==> src/design/preset_timer_pkg.sv <==
/*
 * Shared constants and types for the dual-preset process timer.
 * Assumes a 32-bit classic Wishbone slave port and one 20 MHz clock.
 */
package preset_timer_pkg;

    // ------------------------------------------------------------
    // Bus geometry
    // ------------------------------------------------------------
    localparam int ADDR_W = 8;
    localparam int DATA_W = 32;
    localparam int VAL_W = 24;
    localparam int MODE_W = 6;

    // ------------------------------------------------------------
    // Register byte offsets
    // ------------------------------------------------------------
    localparam logic [ADDR_W-1:0] OFS_MODE = 8'h00;
    localparam logic [ADDR_W-1:0] OFS_PRESET1 = 8'h04;
    localparam logic [ADDR_W-1:0] OFS_PRESET2 = 8'h08;
    localparam logic [ADDR_W-1:0] OFS_OTIME1 = 8'h0c;
    localparam logic [ADDR_W-1:0] OFS_OTIME2 = 8'h10;
    localparam logic [ADDR_W-1:0] OFS_VALUE = 8'h14;
    localparam logic [ADDR_W-1:0] OFS_STATUS = 8'h18;
    localparam logic [ADDR_W-1:0] OFS_CMD = 8'h1c;

    // ------------------------------------------------------------
    // Field positions and reset values
    // ------------------------------------------------------------
    localparam int ST_OUT1 = 0;
    localparam int ST_OUT2 = 1;
    localparam int ST_HALT = 2;
    localparam int ST_RUN = 3;
    localparam int CMD_RESET = 0;
    localparam logic [MODE_W-1:0] MODE_MIN = 6'h01;
    localparam logic [MODE_W-1:0] MODE_MAX = 6'h2a;
    localparam logic [MODE_W-1:0] MODE_RST = 6'h01;
    localparam logic [VAL_W-1:0] PRESET1_RST = 24'h000064;
    localparam logic [VAL_W-1:0] PRESET2_RST = 24'h0000c8;
    localparam logic [VAL_W-1:0] OTIME_RST = 24'h00000a;
    localparam logic [VAL_W-1:0] VAL_ZERO = 24'h000000;
    localparam logic [VAL_W-1:0] VAL_ONE = 24'h000001;

    // Output behaviour of one output
    typedef enum logic [1:0] {
        OUT_LATCHED = 2'b00,
        OUT_TIMED = 2'b01,
        OUT_OFF_AT_2 = 2'b10
    } out_kind_t;

endpackage

==> src/design/dual_preset_timer.sv <==
/*
 * Dual-preset process timer core with mode decode and Wishbone registers.
 * Assumes a classic Wishbone master, a count tick from the timebase,
 * and run/stop and user reset inputs already synchronous to clk_in.
 */
`timescale 1ns/100ps

// Functional notes
// - Modes 1 to 18 keep counting when output 2 fires; only run/stop halts them.
// - Modes 19 to 42 halt counting when output 2 fires until a reset or run/stop cycle.
// - Modes 1 to 5 reset manually to zero with the five output combinations in order.
// - Modes 6 to 10 reset manually to preset 2 with the same five combinations.
// - Modes 11 to 14 auto-reset when output 2 fires, zero or preset 2, output 2 timed.
// - Modes 15 to 18 auto-reset when the timed output 2 interval ends.
// - Modes 19 to 28 copy modes 1 to 10 but halt when output 2 fires.
// - Modes 29 to 38 halt and auto-reset when output 2 fires, five combinations each.
// - Modes 39 to 42 halt when output 2 fires and auto-reset when the timed output 2 interval ends.
// - With reset to zero a reset clears the value and output 2 fires counting up to preset 2.
// - With reset to preset a reset loads preset 2 and output 2 fires counting down to zero.
// - An off-at-2 output 1 turns on at preset 1 and off when output 2 turns on.
// - In halt modes a manual reset restarts and clears outputs; run/stop restarts only.
module dual_preset_timer (
    // Clock and reset
    input wire logic clk_in,
    input wire logic reset_in,
    // Wishbone slave
    input wire logic wb_cyc_in,
    input wire logic wb_stb_in,
    input wire logic wb_we_in,
    input wire logic [preset_timer_pkg::ADDR_W-1:0] wb_adr_in,
    input wire logic [3:0] wb_sel_in,
    input wire logic [preset_timer_pkg::DATA_W-1:0] wb_dat_in,
    output logic [preset_timer_pkg::DATA_W-1:0] wb_dat_out,
    output logic wb_ack_out,
    output logic wb_err_out,
    // Unit inputs
    input wire logic count_tick_in,
    input wire logic run_in,
    input wire logic user_reset_in,
    // Outputs
    output logic out1_out,
    output logic out2_out,
    output logic [preset_timer_pkg::VAL_W-1:0] value_out
);
    import preset_timer_pkg::*;

    // ------------------------------------------------------------
    // Registers
    // ------------------------------------------------------------
    logic [MODE_W-1:0] mode;
    logic [VAL_W-1:0] preset1;
    logic [VAL_W-1:0] preset2;
    logic [VAL_W-1:0] otime1;
    logic [VAL_W-1:0] otime2;
    logic halted;
    logic run_prev;
    logic stopped_seen;
    logic ack;
    logic err;
    logic [DATA_W-1:0] rdata;

    // ------------------------------------------------------------
    // Bus decode
    // ------------------------------------------------------------
    wire req = wb_cyc_in && wb_stb_in && !ack && !err;
    wire hit_mode = (wb_adr_in == OFS_MODE);
    wire hit_p1 = (wb_adr_in == OFS_PRESET1);
    wire hit_p2 = (wb_adr_in == OFS_PRESET2);
    wire hit_t1 = (wb_adr_in == OFS_OTIME1);
    wire hit_t2 = (wb_adr_in == OFS_OTIME2);
    wire hit_val = (wb_adr_in == OFS_VALUE);
    wire hit_st = (wb_adr_in == OFS_STATUS);
    wire hit_cmd = (wb_adr_in == OFS_CMD);
    wire mapped = hit_mode || hit_p1 || hit_p2 || hit_t1 || hit_t2 || hit_val
        || hit_st || hit_cmd;
    wire wr = req && wb_we_in && mapped;
    wire [MODE_W-1:0] mode_wdata = wb_dat_in[MODE_W-1:0];
    // Out-of-range mode writes are dropped so the decoder never sees 0 or 43+
    wire mode_ok = (mode_wdata >= MODE_MIN) && (mode_wdata <= MODE_MAX);
    wire cmd_reset = wr && hit_cmd && wb_sel_in[0] && wb_dat_in[CMD_RESET];

    // Merge byte lanes of a 24-bit register
    function automatic logic [VAL_W-1:0] merge24(input logic [VAL_W-1:0] old,
                                                 input logic [DATA_W-1:0] d,
                                                 input logic [3:0] sel);
        logic [VAL_W-1:0] r;
        r = old;
        for (int i = 0; i < 3; i++) begin
            if (sel[i]) begin
                r[i*8 +: 8] = d[i*8 +: 8];
            end
        end
        return r;
    endfunction

    always_ff @(posedge clk_in) begin
        if (reset_in) begin
            mode <= MODE_RST;
            preset1 <= PRESET1_RST;
            preset2 <= PRESET2_RST;
            otime1 <= OTIME_RST;
            otime2 <= OTIME_RST;
        end else if (wr) begin
            if (hit_mode && wb_sel_in[0] && mode_ok) begin
                mode <= mode_wdata;
            end
            if (hit_p1) begin
                preset1 <= merge24(preset1, wb_dat_in, wb_sel_in);
            end
            if (hit_p2) begin
                preset2 <= merge24(preset2, wb_dat_in, wb_sel_in);
            end
            if (hit_t1) begin
                otime1 <= merge24(otime1, wb_dat_in, wb_sel_in);
            end
            if (hit_t2) begin
                otime2 <= merge24(otime2, wb_dat_in, wb_sel_in);
            end
        end
    end

    // ------------------------------------------------------------
    // Mode decode
    // ------------------------------------------------------------
    logic stop_at_main;
    logic auto_reset;
    logic to_preset;
    logic at_end;
    out_kind_t kind1;
    out_kind_t kind2;

    timer_mode_decoder u_decode (
        .mode_in(mode),
        .stop_at_main_out(stop_at_main),
        .auto_reset_out(auto_reset),
        .reset_to_preset_out(to_preset),
        .at_timed_end_out(at_end),
        .out1_kind_out(kind1),
        .out2_kind_out(kind2)
    );

    // ------------------------------------------------------------
    // Counter core
    // ------------------------------------------------------------
    logic out2_end;
    wire manual_reset = user_reset_in || cmd_reset;
    wire counting = run_in && !halted;
    wire step = counting && count_tick_in;
    wire [VAL_W-1:0] reset_value = to_preset ? preset2 : VAL_ZERO;
    wire [VAL_W-1:0] step_value = to_preset ? value_out - VAL_ONE : value_out + VAL_ONE;
    // Main trigger on the step that reaches the target value
    wire main_hit = step && (to_preset ? (value_out == VAL_ONE)
        : (step_value == preset2));
    wire sec_hit = step && (step_value == preset1);
    wire auto_now = auto_reset && (at_end ? out2_end : main_hit);
    // Stop-then-run cycle: seen a stop, now run again
    wire run_restart = run_in && !run_prev && stopped_seen;

    always_ff @(posedge clk_in) begin
        if (reset_in) begin
            value_out <= VAL_ZERO;
            halted <= 1'b0;
            run_prev <= 1'b0;
            stopped_seen <= 1'b0;
        end else begin
            run_prev <= run_in;
            if (!run_in) begin
                stopped_seen <= 1'b1;
            end else if (run_restart) begin
                stopped_seen <= 1'b0;
            end
            if (manual_reset || auto_now) begin
                value_out <= reset_value;
            end else if (step) begin
                value_out <= step_value;
            end
            // Halt wins over a run restart in the same cycle
            if (stop_at_main && main_hit) begin
                halted <= 1'b1;
            end else if (manual_reset || run_restart) begin
                halted <= 1'b0;
            end
        end
    end

    // ------------------------------------------------------------
    // Outputs, one instance per output
    // ------------------------------------------------------------
    // Auto reset does not clear outputs so timed and latched ones keep running
    output_timer u_out2 (
        .clk_in(clk_in),
        .reset_in(reset_in),
        .kind_in(kind2),
        .otime_in(otime2),
        .tick_in(count_tick_in),
        .trigger_in(main_hit),
        .clear_in(manual_reset),
        .off_event_in(1'b0),
        .active_out(out2_out),
        .timed_end_out(out2_end)
    );

    output_timer u_out1 (
        .clk_in(clk_in),
        .reset_in(reset_in),
        .kind_in(kind1),
        .otime_in(otime1),
        .tick_in(count_tick_in),
        .trigger_in(sec_hit),
        .clear_in(manual_reset),
        .off_event_in(main_hit),
        .active_out(out1_out),
        .timed_end_out()
    );

    // ------------------------------------------------------------
    // Read path and acknowledge
    // ------------------------------------------------------------
    wire [DATA_W-1:0] status_word = {{(DATA_W-4){1'b0}}, counting, halted, out2_out, out1_out};
    wire [DATA_W-1:0] next_rdata =
        hit_mode ? {{(DATA_W-MODE_W){1'b0}}, mode} :
        hit_p1 ? {{(DATA_W-VAL_W){1'b0}}, preset1} :
        hit_p2 ? {{(DATA_W-VAL_W){1'b0}}, preset2} :
        hit_t1 ? {{(DATA_W-VAL_W){1'b0}}, otime1} :
        hit_t2 ? {{(DATA_W-VAL_W){1'b0}}, otime2} :
        hit_val ? {{(DATA_W-VAL_W){1'b0}}, value_out} :
        hit_st ? status_word : {DATA_W{1'b0}};

    always_ff @(posedge clk_in) begin
        if (reset_in) begin
            ack <= 1'b0;
            err <= 1'b0;
            rdata <= {DATA_W{1'b0}};
        end else begin
            ack <= req && mapped;
            err <= req && !mapped;
            if (req) begin
                rdata <= next_rdata;
            end
        end
    end

    assign wb_ack_out = ack;
    assign wb_err_out = err;
    assign wb_dat_out = rdata;

endmodule

==> src/design/timer_mode_decoder.sv <==
/*
 * Decodes an operating mode number 1..42 into individual controls.
 * Assumes the mode value is already range checked by the register file.
 */
`timescale 1ns/100ps
module timer_mode_decoder (
    // Mode
    input wire logic [preset_timer_pkg::MODE_W-1:0] mode_in,
    // Decoded controls
    output logic stop_at_main_out,
    output logic auto_reset_out,
    output logic reset_to_preset_out,
    output logic at_timed_end_out,
    output preset_timer_pkg::out_kind_t out1_kind_out,
    output preset_timer_pkg::out_kind_t out2_kind_out
);
    import preset_timer_pkg::*;

    // ------------------------------------------------------------
    // Decode table
    // ------------------------------------------------------------
    // Modes 1..10 and 19..38 share a five-way output pattern.
    logic [MODE_W-1:0] grp_idx;
    logic [2:0] combo;
    logic parity_even;

    always_comb begin
        stop_at_main_out = (mode_in >= 6'h13);
        auto_reset_out = 1'b0;
        reset_to_preset_out = 1'b0;
        at_timed_end_out = 1'b0;
        grp_idx = 6'h00;
        parity_even = ~mode_in[0];
        if (mode_in <= 6'h0a) begin
            grp_idx = mode_in - 6'h01;
            reset_to_preset_out = (mode_in >= 6'h06);
        end else if (mode_in <= 6'h12) begin
            auto_reset_out = 1'b1;
            at_timed_end_out = (mode_in >= 6'h0f);
            reset_to_preset_out = (mode_in == 6'h0d) || (mode_in == 6'h0e)
                || (mode_in >= 6'h11);
            grp_idx = parity_even ? 6'h04 : 6'h02;
        end else if (mode_in <= 6'h1c) begin
            grp_idx = mode_in - 6'h13;
            reset_to_preset_out = (mode_in >= 6'h18);
        end else if (mode_in <= 6'h26) begin
            auto_reset_out = 1'b1;
            grp_idx = mode_in - 6'h1d;
            reset_to_preset_out = (mode_in >= 6'h22);
        end else begin
            auto_reset_out = 1'b1;
            at_timed_end_out = 1'b1;
            reset_to_preset_out = (mode_in >= 6'h29);
            grp_idx = parity_even ? 6'h04 : 6'h02;
        end
        combo = (grp_idx >= 6'h05) ? 3'(grp_idx - 6'h05) : grp_idx[2:0];
        unique case (combo)
            3'h0: begin
                out1_kind_out = OUT_LATCHED;
                out2_kind_out = OUT_LATCHED;
            end
            3'h1: begin
                out1_kind_out = OUT_TIMED;
                out2_kind_out = OUT_LATCHED;
            end
            3'h2: begin
                out1_kind_out = OUT_TIMED;
                out2_kind_out = OUT_TIMED;
            end
            3'h3: begin
                out1_kind_out = OUT_OFF_AT_2;
                out2_kind_out = OUT_LATCHED;
            end
            default: begin
                out1_kind_out = OUT_OFF_AT_2;
                out2_kind_out = OUT_TIMED;
            end
        endcase
    end

endmodule

==> src/design/output_timer.sv <==
/*
 * One timer output: latched, timed, or cleared when the main output fires.
 * Assumes trigger and clear are single-cycle pulses from the counter core.
 */
`timescale 1ns/100ps
module output_timer (
    // Clock and reset
    input wire logic clk_in,
    input wire logic reset_in,
    // Control
    input wire preset_timer_pkg::out_kind_t kind_in,
    input wire logic [preset_timer_pkg::VAL_W-1:0] otime_in,
    input wire logic tick_in,
    input wire logic trigger_in,
    input wire logic clear_in,
    input wire logic off_event_in,
    // State
    output logic active_out,
    output logic timed_end_out
);
    import preset_timer_pkg::*;

    // ------------------------------------------------------------
    // Output state and interval counter
    // ------------------------------------------------------------
    logic [VAL_W-1:0] remain;
    wire timed = (kind_in == OUT_TIMED);
    wire expire = active_out && timed && tick_in && (remain <= VAL_ONE);
    wire drop = clear_in || expire || (off_event_in && kind_in == OUT_OFF_AT_2);

    always_ff @(posedge clk_in) begin
        if (reset_in) begin
            active_out <= 1'b0;
            remain <= VAL_ZERO;
            timed_end_out <= 1'b0;
        end else begin
            timed_end_out <= expire;
            // A fresh trigger restarts a timed interval, even mid-interval
            if (trigger_in && !clear_in) begin
                active_out <= 1'b1;
                remain <= otime_in;
            end else if (drop) begin
                active_out <= 1'b0;
            end else if (active_out && timed && tick_in) begin
                remain <= remain - VAL_ONE;
            end
        end
    end

endmodule

==> config.mk <==
export PLATFORM = sky130hd
export DESIGN_NAME = dual_preset_timer
export DESIGN_NICKNAME = d
export VERILOG_FILES = /design/src/design/preset_timer_pkg.sv /design/src/design/dual_preset_timer.sv /design/src/design/timer_mode_decoder.sv /design/src/design/output_timer.sv
export SDC_FILE = /design/constraint.sdc
export NUM_CORES = 1
export LEC_CHECK = 0
export BUFFER_PORTS_ARGS = -buffer_cell sky130_fd_sc_hd__buf_2
export CAP_MARGIN = 25
export CORE_MARGIN = 10
export CORE_UTILIZATION = 40
export DETAILED_ROUTE_END_ITERATION = 6
export RECOVER_POWER = 50
export SYNTH_ARGS = -nofsm -noshare
export SYNTH_HDL_FRONTEND = slang
export SYNTH_SLANG_ARGS = --single-unit
export TNS_END_PERCENT = 100
==> constraint.sdc <==
create_clock -name clk_in -period 5.1 [get_ports clk_in]
set_input_delay 0.51 -clock clk_in [delete_from_list [all_inputs] [get_ports clk_in]]
set_output_delay 0.51 -clock clk_in [all_outputs]
set_load 0.01 [all_outputs]
# Word-level counts from Yosys, hierarchy flattened
# Index checks and enable logic that the tools add are counted.
# word_totals
wordCells,192
output_inout_bits,60
mem_count,0
latchBits,0
romBits,0
ramBits,0
reg_bits,214
input_bits,52
# classes
eq_ne,21
order_cmp,16
reduce_logical,76
bitwise,0
n_addsub,8
mul,0
div,0
n_shift,0
n_mux,46
# ops
cell,count
two-way mux 24 bit,16
subtractor 24 x 1 -> 24 bit (second input constant),3
equality test 24 bit,2
<= comparator 24 x 1 -> 1 bit (second input constant),2
AND reduction 3 bit,12
equality test 8 x 5 -> 1 bit (second input constant),4
logical AND 1 bit,30
adder 24 x 1 -> 24 bit (second input constant),1
equality test 24 x 1 -> 1 bit (second input constant),1
two-way mux 6 bit,4
two-way mux 1 bit,22
greater-or-equal comparator 6 x 5 -> 1 bit (second input constant),3
equality test 8 x 4 -> 1 bit (second input constant),2
logical OR 1 bit,15
equality test 6 x 4 -> 1 bit (second input constant),2
greater-or-equal comparator 6 x 3 -> 1 bit (second input constant),2
greater-or-equal comparator 6 bit (second input constant),2
<= comparator 6 x 5 -> 1 bit (second input constant),2
<= comparator 6 bit (second input constant),2
nonzero test 2 bit,6
subtractor 6 x 5 -> 6 bit (second input constant),2
equality test 8 x 3 -> 1 bit (second input constant),1
zero test 8 bit,1
equality test 3 x 2 -> 1 bit (second input constant),2
19 further kinds,28

# Logic depth before layout (Yosys ltp)
# logic_depth
word_depth,18
ltp_mapped,19
depth_no_buf,17

# Cells and area by module
# A second synthesis with hierarchy kept.
# unflattened
cells_unflattened,1574
area_unflattened_um2,12479.5
# by_module_without_submodules
mod,n_inst,seq_area_each_um2,area_per_inst_um2,cells_per_inst
dual_preset_timer,1,3103.0,8531.9,1076
output_timer at u_out1,1,520.5,1620.3,199
output_timer at u_out2,1,520.5,1612.8,195
timer_mode_decoder,1,0.0,714.4,104

# Worst setup path after synthesis
# No wires, ideal clock.
# synth_timing
path_kind,flip-flop to flip-flop
from,reg mode[0]
to,reg u_out2.remain[7]
t_arrival_ps,3826
required_time_ps,4968
synth_period_minus_slack_ps,3958
slack_ps,1142
path_stages_with_launch,20
setup_ps,132
path_buffers,2
path_cell_list,dfxtp_1 > buf_4 > inv_1 > ha_1 > nor2b_1 > a31oi_1 > nand2b_1 > a22o_1 > a22o_1 > inv_1 > ha_1 > nand2b_1 > a311oi_2 > nand3_1 > a31o_2 > nor4_4 > clkbuf_1 > a21boi_0 > nor3_1 > nor3_1
# synth_between
elab_chain_cells,17
word_cells_on_any_way,47
classes_between,4 x add/sub; 10 x order compare; 7 x eq/ne; 14 x mux; 12 x reduce/logical
# synth_rtl
item,line,source
"start, declared",dual_preset_timer.sv:50,logic [MODE_W-1:0] mode;
"start signal, assigned",dual_preset_timer.sv:105,mode <= mode_wdata;
"subtractor 6 x 5 -> 6 bit, or another cell as far along",timer_mode_decoder.sv:48,grp_idx = mode_in - 6'h1d;
two-way mux 6 bit,timer_mode_decoder.sv:46,end else if (mode_in <= 6'h26) begin
two-way mux 6 bit,timer_mode_decoder.sv:43,end else if (mode_in <= 6'h1c) begin
two-way mux 6 bit,timer_mode_decoder.sv:37,end else if (mode_in <= 6'h12) begin
two-way mux 6 bit,timer_mode_decoder.sv:34,if (mode_in <= 6'h0a) begin
greater-or-equal comparator 6 x 3 -> 1 bit / subtractor 3 bit (equally long branches),timer_mode_decoder.sv:56,combo = (grp_idx >= 6'h05) ? 3'(grp_idx - 6'h05) : grp_idx[2:0];
two-way mux 3 bit,timer_mode_decoder.sv:56,
"equality test 3 x 1 -> 1 bit, or another cell as far along",timer_mode_decoder.sv:57,unique case (combo)
OR reduction 3 bit (no line),-,
two-way mux 1 bit,timer_mode_decoder.sv:57,
equality test 1 bit,output_timer.sv:27,wire timed = (kind_in == OUT_TIMED);
logical AND 1 bit (2 in series),"output_timer.sv:28, output_timer.sv:44",
logical AND 1 bit,output_timer.sv:28,wire expire = active_out && timed && tick_in && (remain <= VAL_ONE);
logical OR 1 bit,output_timer.sv:29,wire drop = clear_in || expire || (off_event_in && kind_in == OUT_OFF_AT_2);
!= test 2 bit (no line),-,
AND reduction 2 bit (no line),-,
"end signal, assigned",output_timer.sv:41,remain <= otime_in;
"end signal, assigned",output_timer.sv:45,remain <= remain - VAL_ONE;
"end, declared",output_timer.sv:26,logic [VAL_W-1:0] remain;
# Several ways; a longest one is shown, not always the timed one.
# A chain may end at the register's enable or synchronous reset.

# Worst setup path in the final report
# layout_timing
from,reg mode[1]
to,reg u_out1.remain[4]
# layout_between
elab_chain_cells,18
word_cells_on_any_way,51
classes_between,4 x add/sub; 10 x order compare; 9 x eq/ne; 13 x mux; 15 x reduce/logical
# layout_rtl
item,line
subtractor 6 x 5 -> 6 bit / <= comparator 6 bit (equally long branches),"timer_mode_decoder.sv:48, timer_mode_decoder.sv:46"
two-way mux 6 bit,timer_mode_decoder.sv:46
two-way mux 6 bit,timer_mode_decoder.sv:43
two-way mux 6 bit,timer_mode_decoder.sv:37
two-way mux 6 bit,timer_mode_decoder.sv:34
greater-or-equal comparator 6 x 3 -> 1 bit / subtractor 3 bit (equally long branches),timer_mode_decoder.sv:56
two-way mux 3 bit,timer_mode_decoder.sv:56
equality test 3 x 2 -> 1 bit / equality test 3 x 1 -> 1 bit (equally long branches),timer_mode_decoder.sv:57
OR reduction 2 bit (no line),-
one-hot mux 2 bit (2 select lines),timer_mode_decoder.sv:57
equality test 2 x 1 -> 1 bit,output_timer.sv:27
logical AND 1 bit (2 in series),"output_timer.sv:28, output_timer.sv:44"
logical AND 1 bit,output_timer.sv:28
logical OR 1 bit (2 in series),output_timer.sv:29
!= test 2 bit (no line),-
AND reduction 2 bit (no line),-
"end signal, assigned",output_timer.sv:41
"end signal, assigned",output_timer.sv:45
"end, declared",output_timer.sv:26
# Several ways; a longest one is shown, not always the timed one.

==> flow_summary.ini <==
[status]
status = finished, violations left
violations = capacitance limit, slew limit

[yosys]
syn_area_per_cell_um2 = 7.73
ys_warn_count = 0
ys_seq_area_frac = 0.313
ys_top_cells_by_area = dfxtp_1, nand2_1, xnor2_1
yosys.area.top_type = dfxtp_1
ys_top_cells_by_count = nand2_1, dfxtp_1, nor2_1
synth_top_area_share = 0.313
synth-seq-cells = 206
ys_types = 105
synth.most_common_cell = nand2_1
synth_edf_count = 0
ys.flop_type = dfxtp_1
synth_area_um2 = 13200
syn_inst = 1703
synthArstFlopShare = 0

[sta]
setup_tns_ns = 0
worst_pin_slew_ns = 2.56
rsz0062_at_grt = no
final-hold-violation-count = 0
slew_violations = 51
maxSlewHeadroom = -0.708
clock_skew_ns = 0.0289
fmax_mhz = 215
final-setup-viol-count = 0
setup_slack_ns = 0.451
fin_crit_ns = 4.65
fin_crit_sh = 0.912

[route]
ant_nets = 0
vias_per_cell = 6.05
drt-pass1-iter-count = 6
drt-initial-drc-count = 1387
detail_route.wl_per_cell_um = 21.6
drc = 0
dr_total_vias = 13300
finalWirelength_mm = 47.5

[layout]
seqCellArea_um2 = 4120
fin_util = 0.453
drive_above_1_share = 0.107
layout.nets = 1799
multiInputGateArea_um2 = 8290
fillerInstances = 3375
instances_no_fill = 2196
syn2layout_area_growth_pct = 12.0

[clock_tree]
numCtsBuffers = 25
ctsResizeCount = 0
cts-root-buf = clkbuf_16
cts_setup_buffers = 0
worstSkewPairLatency_ns = 0.55
tritoncts = yes
htreeDepth = 1
cts_max_path_buffers = 3
holdBufCountCts = 0
cts.sinks = 206
clk_pin_slew_worst_paths_ns = 0.06

[min_path]
hold_class = input port to flip-flop
min_from = run_in

[critical_path]
crit_fanout = 25
endpoint_kind = flip-flop
startpoint = mode[1]
r2r_setup_slack_ns = 0.45
cp-start-kind = flip-flop
critPathKind = flip-flop to flip-flop
worstPathArrival_ns = 5.04
timing.rr.end = u_out1.remain[4]
timing.rr.start = mode[1]
crit_end = u_out1.remain[4]
required_ns = 5.49
reg2reg_depth = 14

[floorplanning]
core.rowCount = 66
die_h_um = 201
io-pin-count = 112
die_x_um = 201
start_util = 0.405
dieArea_um2 = 40600
core_area_um2 = 32500

[placement]
placed_cells = 2146
io_buffers = 94
gp_routability_congestion = 0.933
pre_cts_slack_ns = 0.576
hpwl_mm = 34.9

[global_route]
grt_pass1_wl_mm = 72.5
overflow = 0
grt_start_max_net_pins = 107
grtUsageTotal = 0.220
antenna_found_initial = 4
grt_pass1_vias = 12300

[power]
power_density_nw_per_um2 = 248
vdd_ir_drop_max_uv = 249
power.leakage_nw = 5.09

[flow_run]
max_cap_viol_count = 1
==> stage by stage <==
stage | hold WS [ns] | power (W) | instance area [um2]
4_1_cts | 0.197 | 0.00369 | 14800
2_1_floorplan | 0.437 | 0.00179 | 13200
5_1_grt | 0.216 | 0.00378 | 14700
6_report | 0.211 | 0.00366 | 14700
3_5_place_dp | 0.449 | 0.00188 | 14000
3_3_place_gp | 0.445 | 0.00188 | 14000
==> critical path, stage by stage (launching register included) <==
cell,delay (ns)
dfxtp_1,0.67
inv_1,0.17
ha_1,0.25
nor4bb_1,0.38
a211oi_2,0.12
o21a_4,0.31
nor2_2,0.51
mux2_2,0.44
xnor2_1,0.13
nor4_1,0.36
nand4_1,0.25
nor4_4,0.37
buf_12,0.25
mux2i_1,0.21
nor2_1,0.05
==> report_power, final <==
part	internal (W)	total [W]	leakage (nW)	switching, W
combinational	0.0000659	0.000216	3.02	0.000150
clock	0.00106	0.00181	0.407	0.000755
sequential	0.00162	0.00163	1.66	0.00000972
total	0.00275	0.00366	5.09	0.000915
==> placed cells by master (no fill, tap or decap), drive strengths merged, types with 10 or more instances in the layout <==
master / netlist / routed
nand2: 211 / 211
dfxtp: 206 / 206
nor2: 151 / 151
nand3: 126 / 126
a21oi: 124 / 124
clkbuf: 93 / 89
buf: 55 / 89
xnor2: 81 / 81
nor3: 66 / 66
o21ai: 62 / 62
mux2i: 42 / 42
inv: 34 / 35
nor4: 33 / 33
a22oi: 32 / 32
a211oi: 32 / 32
xor2: 30 / 30
nand4: 22 / 22
and3: 21 / 21
nor2b: 20 / 20
a222oi: 18 / 18
a31oi: 15 / 15
and2: 14 / 14
ha: 14 / 14
o211ai: 13 / 13
or4: 12 / 12
or3: 11 / 11
o311ai: 10 / 10
==> registers in the layout, summed over array words and instances, names as in the netlist, 24 cells and up <==
name and count:
otime1 24, otime2 24, preset1 24, preset2 24, u_out1.remain 24, u_out2.remain 24
value_out 24, wb_dat_out 24
==> final cells by class <==
class / instances / share of cell area
antenna: 2 / 0.000339
inverter: 34 / 0.00865
clock buffer: 34 / 0.0468
clock inverter: 12 / 0.00942
multi-input combinational: 1322 / 0.562
sequential: 206 / 0.280
timing repair buffer: 144 / 0.0557
tap: 442 / 0.0375
==> routing by layer <==
metal | global-route usage | part of all wire | vias up
met5 | 0 | 0.00019 | -
met3 | 0.0321 | 0.063 | 105
met2 | 0.358 | 0.46 | 540
met4 | 0.0878 | 0.038 | 2
met1 | 0.288 | 0.44 | 6409
li1 | - | - | 6224
==> worst min path at each step <==
stage	end	slack, ns	depth (start not counted)
6_report	stopped_seen	0.21	2
5_1_grt	stopped_seen	0.22	2
4_1_cts	stopped_seen	0.20	2
3_5_place_dp	stopped_seen	0.45	2
3_3_place_gp	stopped_seen	0.45	2
2_1_floorplan	stopped_seen	0.44	2
==> kinds of logic (layout without fill, tap and decap cells) <==
| logic type | count (synthesis) | after routing | share of synthesized area |
|---|---|---|---|
| XOR/XNOR | 114 | 114 | 0.0790 |
| other | 1 | 10 | 0.000285 |
| adder cells (fa/ha/maj) | 14 | 14 | 0.0133 |
| flip-flops | 206 | 206 | 0.313 |
| buffers and inverters | 182 | 224 | 0.0606 |
| AND/OR/NAND/NOR | 731 | 731 | 0.279 |
| multiplexers | 46 | 46 | 0.0375 |
| AO/OA/AOI/OAI | 409 | 409 | 0.217 |
(Power assumes the default switching activity.)
